`config.mk`:
```
export PLATFORM = sky130hd
export DESIGN_NAME = monitor_error_status_alert
export DESIGN_NICKNAME = d
export VERILOG_FILES = /design/src/core/mon_pkg.sv /design/src/core/bank_if.sv /design/src/core/status_bank.sv /design/src/core/monitor_error_status_alert.sv
export SDC_FILE = /design/constraint.sdc
export NUM_CORES = 1
export LEC_CHECK = 0
export ABC_CLOCK_PERIOD_IN_PS = 3200
export BUFFER_PORTS_ARGS = -buffer_cell sky130_fd_sc_hd__buf_2
export CORE_MARGIN = 2
export CORE_UTILIZATION = 52
export CTS_BUF_LIST = sky130_fd_sc_hd__clkbuf_16
export CTS_CLUSTER_SIZE = 40
export DETAILED_ROUTE_END_ITERATION = 16
export PLACE_DENSITY = 0.72
export SETUP_SLACK_MARGIN = 0.4
export SLEW_MARGIN = 20
export SYNTH_ARGS = -nofsm -noshare
export SYNTH_HDL_FRONTEND = slang
export SYNTH_HIERARCHICAL = 1
export SYNTH_SLANG_ARGS = --single-unit
```
`constraint.sdc`:
```
create_clock -name mclk -period 3.2 [get_ports mclk]
set_clock_uncertainty 0.2 [all_clocks]
set_input_delay 0 -clock mclk [delete_from_list [all_inputs] [get_ports mclk]]
set_output_delay 0 -clock mclk [all_outputs]
set_load 0.05 [all_outputs]
```
`src/core/mon_pkg.sv`:
```
// Constants, types and field layout of the monitor error and alert block.
// Assumes a single 125 MHz clock domain and no register bus.
//
// Notes on behaviour
// - Conversions start right after power-up.
// - Fixed channel order, optional zones skipped.
// - Full pass finishes under 100 ms.
// - Results readable any time, no handshake.
// - Status bits stay set until cleared.
// - Write one clears, only if inactive.
// - Management and host banks clear independently.
// - Legacy mode adds read-to-clear, management bank.
// - Masked events never set status bits.
// - Masking never clears an already set bit.
// - Voltage high limit FFh disables errors.
// - Temperature limit 80h disables temp, fault.
// - Input mask bits suppress input errors.
// - User throttle limit FFh disables flag.
// - Predefined throttle bits unmaskable, never alert.
// - Tach limit FFh disables tach errors.
// - Input and regulator masks suppress errors.
// - Alert stays off until enabled.
// - Sleep state forces or optionally masks events.
// - Lock protects limit registers from writes.
// - External reset clears lock, forces deep sleep.
// - Power-on resets all; external resets lock, sleep.

package mon_pkg;

	// ****************************************
	// Sizes and event vector layout
	// ****************************************
	localparam int N_SLOT   = 21;
	localparam int N_TEMP   = 5;
	localparam int N_TACH   = 4;
	localparam int N_GPI    = 8;
	localparam int N_VRH    = 2;
	localparam int N_PIN    = 11;
	localparam int N_LIM    = 26;
	localparam int LIM_TACH = 21;
	localparam int LIM_UTHR = 25;
	localparam int N_EV     = 37;
	localparam int EV_VOLT  = 5;
	localparam int EV_TACH  = 21;
	localparam int EV_GPI   = 25;
	localparam int EV_VRH   = 33;
	localparam int EV_UTHR  = 35;
	localparam int EV_PTHR  = 36;
	localparam int PIN_VRH  = 8;
	localparam int PIN_PTHR = 10;

	// Channel slots of the round robin
	localparam logic [4:0] SLOT_FIRST = 5'h00;
	localparam logic [4:0] SLOT_1B    = 5'h02;
	localparam logic [4:0] SLOT_2B    = 5'h04;
	localparam logic [4:0] SLOT_LAST  = 5'h14;

	// ****************************************
	// Limit values that disable checking
	// ****************************************
	localparam logic [7:0] VOLT_OFF = 8'hFF;
	localparam logic [7:0] TEMP_OFF = 8'h80;
	localparam logic [7:0] TACH_OFF = 8'hFF;
	localparam logic [7:0] UTHR_OFF = 8'hFF;

	// Sleep states and sleep mask fields
	localparam logic [2:0] SLEEP_S0   = 3'h0;
	localparam logic [2:0] SLEEP_DEEP = 3'h5;
	localparam int SM_GPI  = 0;
	localparam int SM_VRH  = 1;
	localparam int SM_UTHR = 2;

	// Events allowed to reach error pins and alert
	localparam logic [N_EV-1:0] ALERT_CAP = {1'b0, {36{1'b1}}};

	// ****************************************
	// Timing
	// ****************************************
	localparam int CLK_MHZ     = 125;
	localparam int EXT_RST_NS  = 10000;
	localparam int EXT_RST_CYC = EXT_RST_NS * CLK_MHZ / 1000;
	localparam int XCNT_W      = 11;
	localparam int PASS_MAX_MS = 100;
	localparam int SLOT_NS     = 4000000;
	localparam int SLOT_CYC    = SLOT_NS / 1000 * CLK_MHZ;
	localparam int SEQ_CNT_W   = 29;

	typedef enum logic [1:0] {
		ST_DWELL   = 2'b00,
		ST_CAPTURE = 2'b01,
		ST_ADVANCE = 2'b11
	} seq_state_t;

endpackage

```
`src/core/bank_if.sv`:
```
// Carrier between the monitor core and one error status bank.
// Assumes both ends run on the same clock.
`timescale 1ns/1ns
interface bank_if;
	import mon_pkg::*;
	logic [N_EV-1:0] set_ev;
	logic [N_EV-1:0] act_ev;
	logic [N_EV-1:0] clr;
	logic            rd;
	logic            rtc;
	logic [N_EV-1:0] status;
	modport bank(input set_ev, input act_ev, input clr, input rd,
		input rtc, output status);
	modport ctl(output set_ev, output act_ev, output clr, output rd,
		output rtc, input status);
endinterface

```
`src/core/status_bank.sv`:
```
// One bank of sticky error status bits with write-one-to-clear.
// Assumes set, active and clear vectors come from the same clock domain.
`timescale 1ns/1ns
module status_bank (
	input  logic mclk,
	input  logic rstn,
	bank_if.bank b
);
	import mon_pkg::*;

	typedef struct packed {
		logic [N_EV-1:0] st;
	} bank_state_t;

	bank_state_t q;
	bank_state_t d;
	logic [N_EV-1:0] wipe;

	// Clear requests, blocked while the cause persists
	assign wipe = (b.clr | {N_EV{b.rd & b.rtc}}) & ~b.act_ev;

	// Set wins over clear, bits otherwise hold
	always_comb begin
		d = q;
		d.st = b.set_ev | (q.st & ~wipe);
	end

	always_ff @(posedge mclk) begin
		if (!rstn) begin
			q <= '0;
		end else begin
			q <= d;
		end
	end

	assign b.status = q.st;

	// ****************************************
	// Checks
	// ****************************************
	property p_hold;
		@(posedge mclk) disable iff (!rstn)
		1 |=> ($past(q.st) & ~$past(b.clr) & ~q.st &
			{N_EV{!$past(b.rd & b.rtc)}}) == '0;
	endproperty
	a_hold: assert property (p_hold)
		else $error("status bit dropped without a clear");

	property p_set_wins;
		@(posedge mclk) disable iff (!rstn)
		1 |=> ($past(b.set_ev) & ~q.st) == '0;
	endproperty
	a_set_wins: assert property (p_set_wins)
		else $error("event lost against a clear");

	property p_active_blocks;
		@(posedge mclk) disable iff (!rstn)
		1 |=> ($past(q.st) & $past(b.act_ev) & ~q.st) == '0;
	endproperty
	a_active_blocks: assert property (p_active_blocks)
		else $error("bit cleared while its cause is active");

	property p_read_clear;
		@(posedge mclk) disable iff (!rstn)
		(b.rd && b.rtc) |=>
			(~$past(b.set_ev) & ~$past(b.act_ev) & q.st) == '0;
	endproperty
	a_read_clear: assert property (p_read_clear)
		else $error("read did not clear idle bits");

endmodule

```
`src/core/monitor_error_status_alert.sv`:
```
// Round robin sequencer, limit checks, masking and alert of the monitor.
// Assumes one clock; pins pass a two stage synchroniser first.
`timescale 1ns/1ns
module monitor_error_status_alert #(
	parameter int SLOT_CYCLES = mon_pkg::SLOT_CYC
) (
	input  logic                             mclk,
	input  logic                             rstn,
	input  logic                             ext_reset_pin,
	input  logic                             en_zone1b,
	input  logic                             en_zone2b,
	input  logic [7:0]                       adc_data,
	input  logic [mon_pkg::N_TEMP-1:0]       diode_fault,
	input  logic [mon_pkg::N_TACH-1:0][7:0]  tach_count,
	input  logic [mon_pkg::N_GPI-1:0]        general_input_pin,
	input  logic [mon_pkg::N_VRH-1:0]        regulator_overheat_input,
	input  logic                             processor_throttle_signal,
	input  logic [7:0]                       user_throttle_dur,
	input  logic                             limit_wr,
	input  logic [4:0]                       limit_idx,
	input  logic [7:0]                       limit_data,
	input  logic                             lock_set,
	input  logic                             sleep_wr,
	input  logic [2:0]                       sleep_data,
	input  logic                             start_bit,
	input  logic                             alert_en,
	input  logic                             legacy_sensor_mode,
	input  logic [mon_pkg::N_GPI-1:0]        gpi_mask,
	input  logic [mon_pkg::N_VRH-1:0]        misc_mask,
	input  logic [2:0]                       sleep_mask,
	input  logic [mon_pkg::N_EV-1:0]         mgmt_clr,
	input  logic [mon_pkg::N_EV-1:0]         host_clr,
	input  logic                             mgmt_rd,
	input  logic [4:0]                       value_idx,
	output logic                             conv_start_q,
	output logic [4:0]                       chan_sel_q,
	output logic [7:0]                       value_data_q,
	output logic [mon_pkg::N_EV-1:0]         mgmt_status_q,
	output logic [mon_pkg::N_EV-1:0]         host_status_q,
	output logic                             management_side_error_pin,
	output logic                             host_error_pin,
	output logic                             alert_oe,
	output logic                             alert_out,
	output logic                             lock_q,
	output logic [2:0]                       sleep_state_q
);
	import mon_pkg::*;

	// ****************************************
	// State
	// ****************************************
	typedef struct packed {
		seq_state_t                 st;
		logic [SEQ_CNT_W-1:0]       cnt;
		logic [4:0]                 slot;
		logic                       conv_start;
		logic [N_SLOT-1:0][7:0]     val;
		logic [N_LIM-1:0][7:0]      lim;
		logic                       lock;
		logic [2:0]                 sleep;
		logic [XCNT_W-1:0]          xcnt;
		logic                       xdone;
		logic                       xr1;
		logic                       xr2;
		logic [N_PIN-1:0]           p1;
		logic [N_PIN-1:0]           p2;
		logic                       merr;
		logic                       herr;
		logic                       alert;
		logic                       alert_lvl;
		logic [7:0]                 rd_data;
	} mon_state_t;

	mon_state_t      s_q;
	mon_state_t      s_d;
	logic [N_EV-1:0] ev_raw;
	logic [N_EV-1:0] ev_off;
	logic [N_EV-1:0] ev_set;
	logic            deep;
	logic            asleep;
	logic            gate;

	bank_if mgmt_if ();
	bank_if host_if ();

	// ****************************************
	// Functions
	// ****************************************
	// Limit compare, disabled by the off value
	function automatic logic over_limit(input logic [7:0] v,
		input logic [7:0] l, input logic [7:0] off);
		return (l != off) && (v > l);
	endfunction

	// Next slot in order, skipping unused optional zones
	function automatic logic [4:0] next_slot(input logic [4:0] s,
		input logic en1b, input logic en2b);
		logic [4:0] n;
		n = (s == SLOT_LAST) ? SLOT_FIRST : s + 5'h01;
		if ((n == SLOT_1B && !en1b) || (n == SLOT_2B && !en2b)) begin
			n = n + 5'h01;
		end
		return n;
	endfunction

	// Power-on values: limits at their disabling defaults
	function automatic mon_state_t reset_state();
		mon_state_t r;
		r = '0;
		r.st = ST_DWELL;
		r.conv_start = 1'b1;
		r.sleep = SLEEP_DEEP;
		for (int k = 0; k < N_LIM; k++) begin
			if (k < N_TEMP) begin
				r.lim[k] = TEMP_OFF;
			end else if (k < LIM_TACH) begin
				r.lim[k] = VOLT_OFF;
			end else if (k < LIM_UTHR) begin
				r.lim[k] = TACH_OFF;
			end else begin
				r.lim[k] = UTHR_OFF;
			end
		end
		return r;
	endfunction

	// ****************************************
	// Event detection and masking
	// ****************************************
	// Sleep and start gating
	assign deep   = (s_q.sleep == SLEEP_DEEP);
	assign asleep = (s_q.sleep != SLEEP_S0);
	assign gate   = !start_bit || deep;

	// Temperature and voltage channels
	genvar k;
	generate
		for (k = 0; k < N_SLOT; k++) begin : g_chan
			if (k < N_TEMP) begin : g_temp
				assign ev_raw[k] = over_limit(s_q.val[k], s_q.lim[k],
					TEMP_OFF) || (s_q.lim[k] != TEMP_OFF &&
					diode_fault[k]);
			end else begin : g_volt
				assign ev_raw[k] = over_limit(s_q.val[k], s_q.lim[k],
					VOLT_OFF);
			end
			assign ev_off[k] = gate;
		end
		// Fan tachometers
		for (k = 0; k < N_TACH; k++) begin : g_tach
			assign ev_raw[EV_TACH+k] = over_limit(tach_count[k],
				s_q.lim[LIM_TACH+k], TACH_OFF);
			assign ev_off[EV_TACH+k] = gate;
		end
		// General inputs
		for (k = 0; k < N_GPI; k++) begin : g_gpi
			assign ev_raw[EV_GPI+k] = s_q.p2[k];
			assign ev_off[EV_GPI+k] = !start_bit || gpi_mask[k] ||
				(asleep && sleep_mask[SM_GPI]);
		end
		// Regulator overheat inputs
		for (k = 0; k < N_VRH; k++) begin : g_vrh
			assign ev_raw[EV_VRH+k] = s_q.p2[PIN_VRH+k];
			assign ev_off[EV_VRH+k] = !start_bit || misc_mask[k] ||
				(asleep && sleep_mask[SM_VRH]);
		end
	endgenerate

	// User throttle duration against its limit
	assign ev_raw[EV_UTHR] = (s_q.lim[LIM_UTHR] != UTHR_OFF) &&
		(user_throttle_dur >= s_q.lim[LIM_UTHR]);
	assign ev_off[EV_UTHR] = !start_bit ||
		(asleep && sleep_mask[SM_UTHR]);

	// Predefined throttle threshold, never masked
	assign ev_raw[EV_PTHR] = s_q.p2[PIN_PTHR];
	assign ev_off[EV_PTHR] = 1'b0;

	assign ev_set = ev_raw & ~ev_off;

	// ****************************************
	// Status banks
	// ****************************************
	// Separate clears for each bank
	assign mgmt_if.set_ev = ev_set;
	assign mgmt_if.act_ev = ev_raw;
	assign mgmt_if.clr    = mgmt_clr;
	assign mgmt_if.rd     = mgmt_rd;
	assign mgmt_if.rtc    = legacy_sensor_mode;
	assign host_if.set_ev = ev_set;
	assign host_if.act_ev = ev_raw;
	assign host_if.clr    = host_clr;
	assign host_if.rd     = 1'b0;
	assign host_if.rtc    = 1'b0;

	status_bank u_mgmt (
		.mclk (mclk),
		.rstn (rstn),
		.b    (mgmt_if.bank)
	);

	status_bank u_host (
		.mclk (mclk),
		.rstn (rstn),
		.b    (host_if.bank)
	);

	// ****************************************
	// Next state
	// ****************************************
	always_comb begin
		s_d = s_q;
		// Pin synchronisers
		s_d.xr1 = ext_reset_pin;
		s_d.xr2 = s_q.xr1;
		s_d.p1 = {processor_throttle_signal, regulator_overheat_input,
			general_input_pin};
		s_d.p2 = s_q.p1;
		// Round robin sequencer, running from reset
		s_d.conv_start = 1'b0;
		case (s_q.st)
			ST_DWELL: begin
				if (s_q.cnt == SEQ_CNT_W'(SLOT_CYCLES - 1)) begin
					s_d.st = ST_CAPTURE;
				end else begin
					s_d.cnt = s_q.cnt + 1'b1;
				end
			end
			ST_CAPTURE: begin
				s_d.val[s_q.slot] = adc_data;
				s_d.st = ST_ADVANCE;
			end
			ST_ADVANCE: begin
				s_d.slot = next_slot(s_q.slot, en_zone1b, en_zone2b);
				s_d.cnt = '0;
				s_d.conv_start = 1'b1;
				s_d.st = ST_DWELL;
			end
			default: begin
				s_d.st = ST_DWELL;
			end
		endcase
		// Limit writes, refused while locked
		if (limit_wr && !s_q.lock && limit_idx < 5'(N_LIM)) begin
			s_d.lim[limit_idx] = limit_data;
		end
		if (lock_set) begin
			s_d.lock = 1'b1;
		end
		if (sleep_wr) begin
			s_d.sleep = sleep_data;
		end
		// External reset held long enough: unlock, deep sleep
		if (s_q.xr2) begin
			if (s_q.xcnt != XCNT_W'(EXT_RST_CYC - 1)) begin
				s_d.xcnt = s_q.xcnt + 1'b1;
			end else if (!s_q.xdone) begin
				s_d.lock = 1'b0;
				s_d.sleep = SLEEP_DEEP;
				s_d.xdone = 1'b1;
			end
		end else begin
			s_d.xcnt = '0;
			s_d.xdone = 1'b0;
		end
		// Error pins and alert from alert-capable status
		s_d.merr = |(mgmt_if.status & ALERT_CAP);
		s_d.herr = |(host_if.status & ALERT_CAP);
		s_d.alert = alert_en && |(mgmt_if.status & ALERT_CAP);
		s_d.alert_lvl = 1'b0;
		// Value readback
		if (value_idx < 5'(N_SLOT)) begin
			s_d.rd_data = s_q.val[value_idx];
		end else begin
			s_d.rd_data = '0;
		end
	end

	// Power-on reset covers every register
	always_ff @(posedge mclk) begin
		if (!rstn) begin
			s_q <= reset_state();
		end else begin
			s_q <= s_d;
		end
	end

	// ****************************************
	// Outputs
	// ****************************************
	assign conv_start_q              = s_q.conv_start;
	assign chan_sel_q                = s_q.slot;
	assign value_data_q              = s_q.rd_data;
	assign mgmt_status_q             = mgmt_if.status;
	assign host_status_q             = host_if.status;
	assign management_side_error_pin = s_q.merr;
	assign host_error_pin            = s_q.herr;
	assign alert_oe                  = s_q.alert;
	assign alert_out                 = s_q.alert_lvl;
	assign lock_q                    = s_q.lock;
	assign sleep_state_q             = s_q.sleep;

	// ****************************************
	// Checks
	// ****************************************
	property p_capture;
		@(posedge mclk) disable iff (!rstn)
		s_q.st == ST_CAPTURE |=>
			s_q.val[$past(s_q.slot)] == $past(adc_data);
	endproperty
	a_capture: assert property (p_capture)
		else $error("conversion result not stored");

	property p_wrap;
		@(posedge mclk) disable iff (!rstn)
		(s_q.st == ST_ADVANCE && s_q.slot == SLOT_LAST) |=>
			(s_q.slot == SLOT_FIRST) && conv_start_q;
	endproperty
	a_wrap: assert property (p_wrap)
		else $error("sequence did not wrap to first slot");

	property p_alert_off;
		@(posedge mclk) disable iff (!rstn)
		!alert_en |=> !alert_oe;
	endproperty
	a_alert_off: assert property (p_alert_off)
		else $error("alert driven while disabled");

	property p_alert_on;
		@(posedge mclk) disable iff (!rstn)
		(alert_en && |(mgmt_status_q & ALERT_CAP)) |=> alert_oe;
	endproperty
	a_alert_on: assert property (p_alert_on)
		else $error("alert missing for set status");

	property p_locked;
		@(posedge mclk) disable iff (!rstn)
		s_q.lock |=> $stable(s_q.lim);
	endproperty
	a_locked: assert property (p_locked)
		else $error("limit changed while locked");

	property p_ext_reset;
		@(posedge mclk) disable iff (!rstn)
		(s_q.xr2 && !s_q.xdone && !sleep_wr && !lock_set &&
			s_q.xcnt == XCNT_W'(EXT_RST_CYC - 1)) |=>
			!lock_q && sleep_state_q == SLEEP_DEEP;
	endproperty
	a_ext_reset: assert property (p_ext_reset)
		else $error("external reset did not unlock and sleep");

	property p_volt_off;
		@(posedge mclk) disable iff (!rstn)
		s_q.lim[EV_VOLT] == VOLT_OFF |-> !ev_set[EV_VOLT];
	endproperty
	a_volt_off: assert property (p_volt_off)
		else $error("voltage error with disabling limit");

	property p_no_pthr_pin;
		@(posedge mclk) disable iff (!rstn)
		!(|(mgmt_status_q & ALERT_CAP)) |=> !management_side_error_pin;
	endproperty
	a_no_pthr_pin: assert property (p_no_pthr_pin)
		else $error("error pin raised without capable status");

endmodule

```
==> results of run 1 <==
-- through the flow --
step / util [%] / cell area, µm² / cells
6_report: 62.9 / 33700 / 4380
5_1_grt: 62.9 / 33700 / 4380
4_1_cts: 62.6 / 33600 / 4373
3_5_place_dp: 55.6 / 29800 / 4070
3_3_place_gp: 55.6 / 29800 / 4070
2_1_floorplan: - / 28100 / 3252
-- cells in the final DEF (no fill, tap or decap), types with 24 or more instances in the layout --
cell and instances:
xor2_1 26, nor4_1 34, clkbuf_16 57, nand2_1 370, nand3_1 264, a21oi_2 24, dfxtp_1 531, nand4_1 105
o21ai_0 51, buf_2 277, o21a_1 201, ha_1 214, inv_1 227, mux4_2 41, nor2_1 253, and2_1 37
a21oi_1 177, buf_4 56, o211ai_1 101, mux2i_1 146, dlygate4sd3_1 199, nor2b_1 31
-- where the power goes --
part	internal (mW)	switching, mW	leakage [nW]
Clock	3.71	2.83	0.925
Combinational	0.397	0.665	10.7
Sequential	6.74	0.0320	4.35
Total	10.8	3.53	16.0
-- critical path: stages, from the launching register on --
cell           delay, ns
dfxtp_1             0.45
ha_4                0.24
nor2b_1             0.12
o21a_1              0.17
o21a_1              0.17
o21bai_1            0.24
a21oi_2             0.10
o21a_1              0.19
dlygate4sd3_1       0.56
o21a_1              0.17
-- logic make-up after synthesis --
kind of cell / count (synthesis) / synth area share (%)
XOR/XNOR: 33 / 1.03
multiplexers: 187 / 8.50
flip-flops: 538 / 38.4
AO/OA/AOI/OAI: 665 / 16.0
AND/OR/NAND/NOR: 1174 / 19.7
buffers and inverters: 435 / 6.67
adder cells (fa/ha/maj): 217 / 9.68
other: 1 / 0.0134
-- sequential cells by signal, summed over array words and instances (netlist names) --
register / count
sleep_state_q: 3
lock_q: 1
management_side_error_pin: 1
alert_oe: 1
host_error_pin: 1
s_q: 420
s_d: 12
u_mgmt/b.status: 37
u_host/b.status: 37
ev_raw: 11
value_data_q: 8
chan_sel_q: 5
conv_start_q: 1
-- cell type report --
type	instances	area (µm²)
Inverter	224	846
Timing Repair Buffer	535	3850
Multi-Input combinational cell	2279	15600
Clock inverter	48	380
Sequential cell	538	10800
Antenna cell	3	7.51
Fill cell	4457	19900
Tap cell	696	871
Clock buffer	57	1430
-- repair_timing --
item	in CTS	in global routing
buffers inserted	0	3
endpoints found under the hold margin	485	2
hold buffers	198	1
resized for setup	0	33
setup endpoints to repair	0	21
-- cell usage after synthesis, types with 24 or more instances --
| cell type | instances | area, µm² |
|---|---|---|
| a21oi_1 | 181 | 906 |
| and2_1 | 37 | 231 |
| buf_1 | 24 | 90.1 |
| buf_2 | 26 | 130 |
| clkbuf_1 | 124 | 465 |
| dfxtp_1 | 538 | 10800 |
| ha_1 | 217 | 2720 |
| inv_1 | 222 | 833 |
| mux2i_1 | 146 | 1460 |
| mux4_2 | 41 | 923 |
| nand2_1 | 370 | 1390 |
| nand3_1 | 264 | 1320 |
| nand4_1 | 105 | 657 |
| nor2_1 | 253 | 950 |
| nor2b_1 | 31 | 194 |
| nor4_1 | 34 | 213 |
| o211ai_1 | 101 | 758 |
| o21a_1 | 201 | 1510 |
| o21ai_0 | 55 | 275 |
| xor2_1 | 26 | 228 |
-- layer usage --
metal	routed length (µm)	vias up
met3	7180	266
met5	0	-
met4	4560	0
met2	41600	1175
li1	-	12242
met1	37000	12290
-- final timing paths --
check                        startpoint                        endpoint  slack [ns]  cells after the start
setup / recovery  s_q[261]$_SDFFE_PN0P_   u_mgmt/b.status[0]$_SDFF_PN0_        0.49                      9
hold / removal           tach_count[12]  u_mgmt/b.status[22]$_SDFF_PN0_       -0.01                      6
setup reg to reg  s_q[261]$_SDFFE_PN0P_   u_mgmt/b.status[0]$_SDFF_PN0_        0.49                      9
hold reg to reg      s_d[16]$_SDFF_PN0_           ev_raw[29]$_SDFF_PN0_        0.23                      1
==> results_dict.tcl, run 1 <==
set metrics [dict create \
    numPortBuffers 278 \
    syn_area_per_cell_um2 8.63 \
    maxSlewViolCount 0 \
    antenna_found_initial 4 \
    relSlewSlack_pct 21.8 \
    synth_flop_cell "dfxtp_1" \
    initialDrtViolationCount 2447 \
    ys_warn_count 6 \
    asyncSetResetFlopFracSynth_pct 0 \
    path_max_fanout 3 \
    via_per_inst 5.93 \
    power.total_mw 14.4 \
    cp.required_ns 3.51 \
    use_met1_pct 40.2 \
    core_area_mm2 0.0536 \
    hold_class "in2reg" \
    dpl.hpwl_um 59300 \
    rows 85 \
    htreeDepth 2 \
    gr-usage-all-layers_pct 31.4 \
    finalWirelength_um 90400 \
    violations "negative hold slack" \
    top_usage_layer "met2" \
    setup_violations 0 \
    met3_usage_pct 5.55 \
    clk_latency_ns 0.63 \
    cts_root_buf "clkbuf_16" \
    overflow 0 \
    wl_per_cell_um 20.6 \
    cts.clk_slew.worst_paths_ns 0.06 \
    setup_tns_ns 0 \
    syn_to_final_growth_pct 20.2 \
    ant_nets 0 \
    clk_path_buf_depth 3 \
    met2_usage_pct 51.3 \
    cp.arrival_ns 3.03 \
    cp-end-kind "register" \
    ir_worst_vdd_uv 394 \
    cts_buffers 56 \
    finalCritPeriodShare_pct 84.8 \
    grt_pass1_wl_um 139000 \
    grt_max_degree 181 \
    finalNetCount 4035 \
    dieArea_mm2 0.0558 \
    gp_congestion 0.920 \
    p_per_area_mw_per_mm2 426 \
    post_route_cells_drive_above_1_share_pct 14.3 \
    ys_seq_elements 538 \
    worstSetupPathType "reg2reg" \
    ys_types 63 \
    drv_cap 0 \
    die_w_um 236 \
    startpoint_type "register" \
    tightest_slew_ns 1.17 \
    synth_edf_count 0 \
    rsz0062_at_grt "no" \
    p_leak_nw 16.0 \
    syn_inst 3250 \
    drcViolationCount 0 \
    place_ws_ns 0.496 \
    clock_sinks 538 \
    num_vias 25973 \
    syn_area_mm2 0.0280 \
    fin_crit_ns 2.71 \
    io_pins 280 \
    ys_seq_area_share_pct 38.4 \
    cts_tree "yes" \
    firstDrtPassIters 6 \
    grt_pass1_vias 24637 \
    hold_viol_final 4 \
    hold_slack_ns -0.0140 \
    max_freq_mhz 369 \
    die_y_um 236 \
    fin_ws_ns 0.487 \
    initial_core_util_pct 52.3 \
    status "finished with violations" \
]
(Power assumes the default switching activity.)
==> run 2, diff against run 1 <==
- ABC_CLOCK_PERIOD_IN_PS: 3200 -> 2700
- clock period: 3.2 -> 2.7 ns (I/O delays scaled with it)
==> run 2 against run 1 <==
The run still ends with negative hold slack left. Largest cell class unchanged. Utilization increased by 0.67 points. Cell count increased by 0.41%. Highest routed layer unchanged. Flip-flop and latch count did not move. Non-clock buffer count grew 18. Sequential power up 19%. Register-to-register slack got worse by 0.098 ns. Largest power group is now clock.
==> results_dict.tcl, run 2 (synthesized netlist as in run 1, its figures left out) <==
set metrics [dict create \
    grt_pass1_wl_um 141000 \
    drv_cap 0 \
    finalCritPeriodShare_pct 85.6 \
    finalNetCount 4054 \
    status "finished with violations" \
    hold_viol_final 1 \
    layout_commonest_cell "dfxtp_1" \
    overflow 0 \
    rsz0062_at_grt "yes" \
    ant_nets 0 \
    io_pins 280 \
    startpoint_type "register" \
    critPathMaxStageDelay_ns 0.48 \
    maxSlewViolCount 0 \
    num_vias 26207 \
    cts_tree "yes" \
    power.net_switching_mw 4.23 \
    die_w_um 236 \
    antenna_found_initial 5 \
    hold_slack_ns -0.00417 \
    htreeDepth 2 \
    ir_worst_vdd_uv 510 \
    grt_pass1_vias 25178 \
    cts_buffers 57 \
    initialDrtViolationCount 2340 \
    grt_max_degree 160 \
    p_seq_share_pct 46.1 \
    p_int_mw 13.2 \
    drcViolationCount 0 \
    dieArea_mm2 0.0558 \
    worstPathCellList "buf_4, nand2b_1, nor2_1, nand2_1, mux2i_1, nor2_1" \
    clk_path_buf_depth 3 \
    firstDrtPassIters 6 \
    swShare_pct 24.3 \
    path_buf_inv 1 \
    numPortBuffers 278 \
    initial_core_util_pct 52.3 \
    post_route_cells_drive_above_1_share_pct 15.3 \
    m1WireLength_um 37000 \
    p_leak_nw 16.1 \
    fin_crit_ns 2.31 \
    clock_sinks 538 \
    hold_class "in2reg" \
    power_frac_comb_pct 7.6 \
    relSlewSlack_pct 27.5 \
    power.total_mw 17.4 \
    final_cell_mix "dfxtp_1 (530), nand2_1 (366), buf_2 (277), nand3_1 (264), nor2_1 (252)" \
    violations "negative hold slack" \
    met2_length_um 42100 \
    clkPwrFrac_pct 46.3 \
    gp_congestion 0.909 \
    cp.arrival_ns 2.60 \
    cp.required_ns 2.99 \
    die_y_um 236 \
    syn_to_final_growth_pct 21.5 \
    cts_root_buf "clkbuf_16" \
    rows 85 \
    cp-end-kind "register" \
    largest_reg_flops 420 \
    critPathTopFamily "simple AND/OR/NAND/NOR gates" \
    p_per_area_mw_per_mm2 511 \
    max_freq_mhz 433 \
    path_max_fanout 15 \
    wl_per_cell_um 20.9 \
    finalWirelength_um 91900 \
    cts.clk_slew.worst_paths_ns 0.06 \
    dpl.hpwl_um 60100 \
    highest_layer "met4" \
    cp_slowest_cell "nand2_1" \
    gr-usage-all-layers_pct 31.8 \
    setup_tns_ns 0 \
    top_register "s_q" \
    tightest_slew_ns 1.09 \
    wl_met3_um 7020 \
    worstSetupPathType "reg2reg" \
    core_area_mm2 0.0536 \
    via_per_inst 5.96 \
    setup_violations 0 \
    clk_latency_ns 0.63 \
    cpMostUsedCell "nor2_1" \
]
## run 2: changes by cell type in the layout (fill, tap and decap cells not counted), moves of 4 or more
cell / delta
buf_12: +6
buf_4: +15
clkinv_1: -6
clkinv_2: -4
nand2_1: -4
nand2_2: +4
o21a_1: -5
o21a_2: +5
o21ai_0: -7
o21ai_1: +7
## run 2: tightest hold or removal path, delay by kind of cell
family                     cells  cell delay, ns
AOI/OAI and AO/OA              2            0.30
adders and majority gates      1            0.13
buffers and inverters          1            0.11
and+or+nand+nor                3            0.23
## run 2: path summary, 6_finish.rpt
path	from	to	slack, ns	cells after the start
min	tach_count[28]	u_mgmt/b.status[24]$_SDFF_PN0_	-0.004	7
min reg2reg	s_d[34]$_SDFF_PN0_	s_q[34]$_SDFF_PN0_	0.24	1
max	chan_sel_q[3]$_SDFFE_PN0P_	s_q[324]$_SDFFE_PN0P_	0.39	6
max reg2reg	chan_sel_q[3]$_SDFFE_PN0P_	s_q[324]$_SDFFE_PN0P_	0.39	6
## run 2: metal layers
layer,global-route usage [%],up-vias
met2,52.1,1188
met4,18.5,0
met5,0,-
met3,6.13,354
li1,-,12275
met1,39.0,12390
## run 2: final cells by class
class / instances / area (µm²)
repair buffers: 553 / 4060
inverters: 224 / 855
clock buffers: 57 / 1430
diodes: 4 / 10.0
flip-flops and latches: 538 / 10800
fillers: 4482 / 19500
multi-input cells: 2279 / 15600
clock inverters: 47 / 457
well taps: 696 / 871
## run 2: through the flow
| stage | hold slack, ns | setup WS [ns] | util, % | std cells | cell area [µm²] |
|---|---|---|---|---|---|
| global placement | 0.000500 | 0.239 | 55.9 | 4085 | 30000 |
| CTS | 0.00108 | 0.359 | 63.2 | 4387 | 33900 |
| global route | 0.0502 | 0.317 | 63.6 | 4398 | 34100 |
| floorplan | -0.0842 | 0.416 | - | 3252 | 28100 |
| finish | -0.00417 | 0.388 | 63.6 | 4398 | 34100 |
| detailed placement | 0.00228 | 0.182 | 55.9 | 4085 | 30000 |
## run 2: timing repair
action / 4_1_cts / 5_1_grt
gates resized for setup: 5 / 59
pin swaps: 0 / 17
endpoints found under the setup margin: 33 / 215
buffers inserted: 2 / 7
hold buffers: 196 / 1
endpoints found under the hold margin: 484 / 1
## run 2: power groups by stage
stage | logic [mW] | registers, mW | clock network (mW)
after floorplan | 0.598 | 8.22 | 0
after CTS | 1.26 | 8.03 | 8.13
after global routing | 1.40 | 8.03 | 8.46
after global placement | 1.02 | 8.20 | 0
final | 1.33 | 8.03 | 8.07
after detailed placement | 1.03 | 8.21 | 0
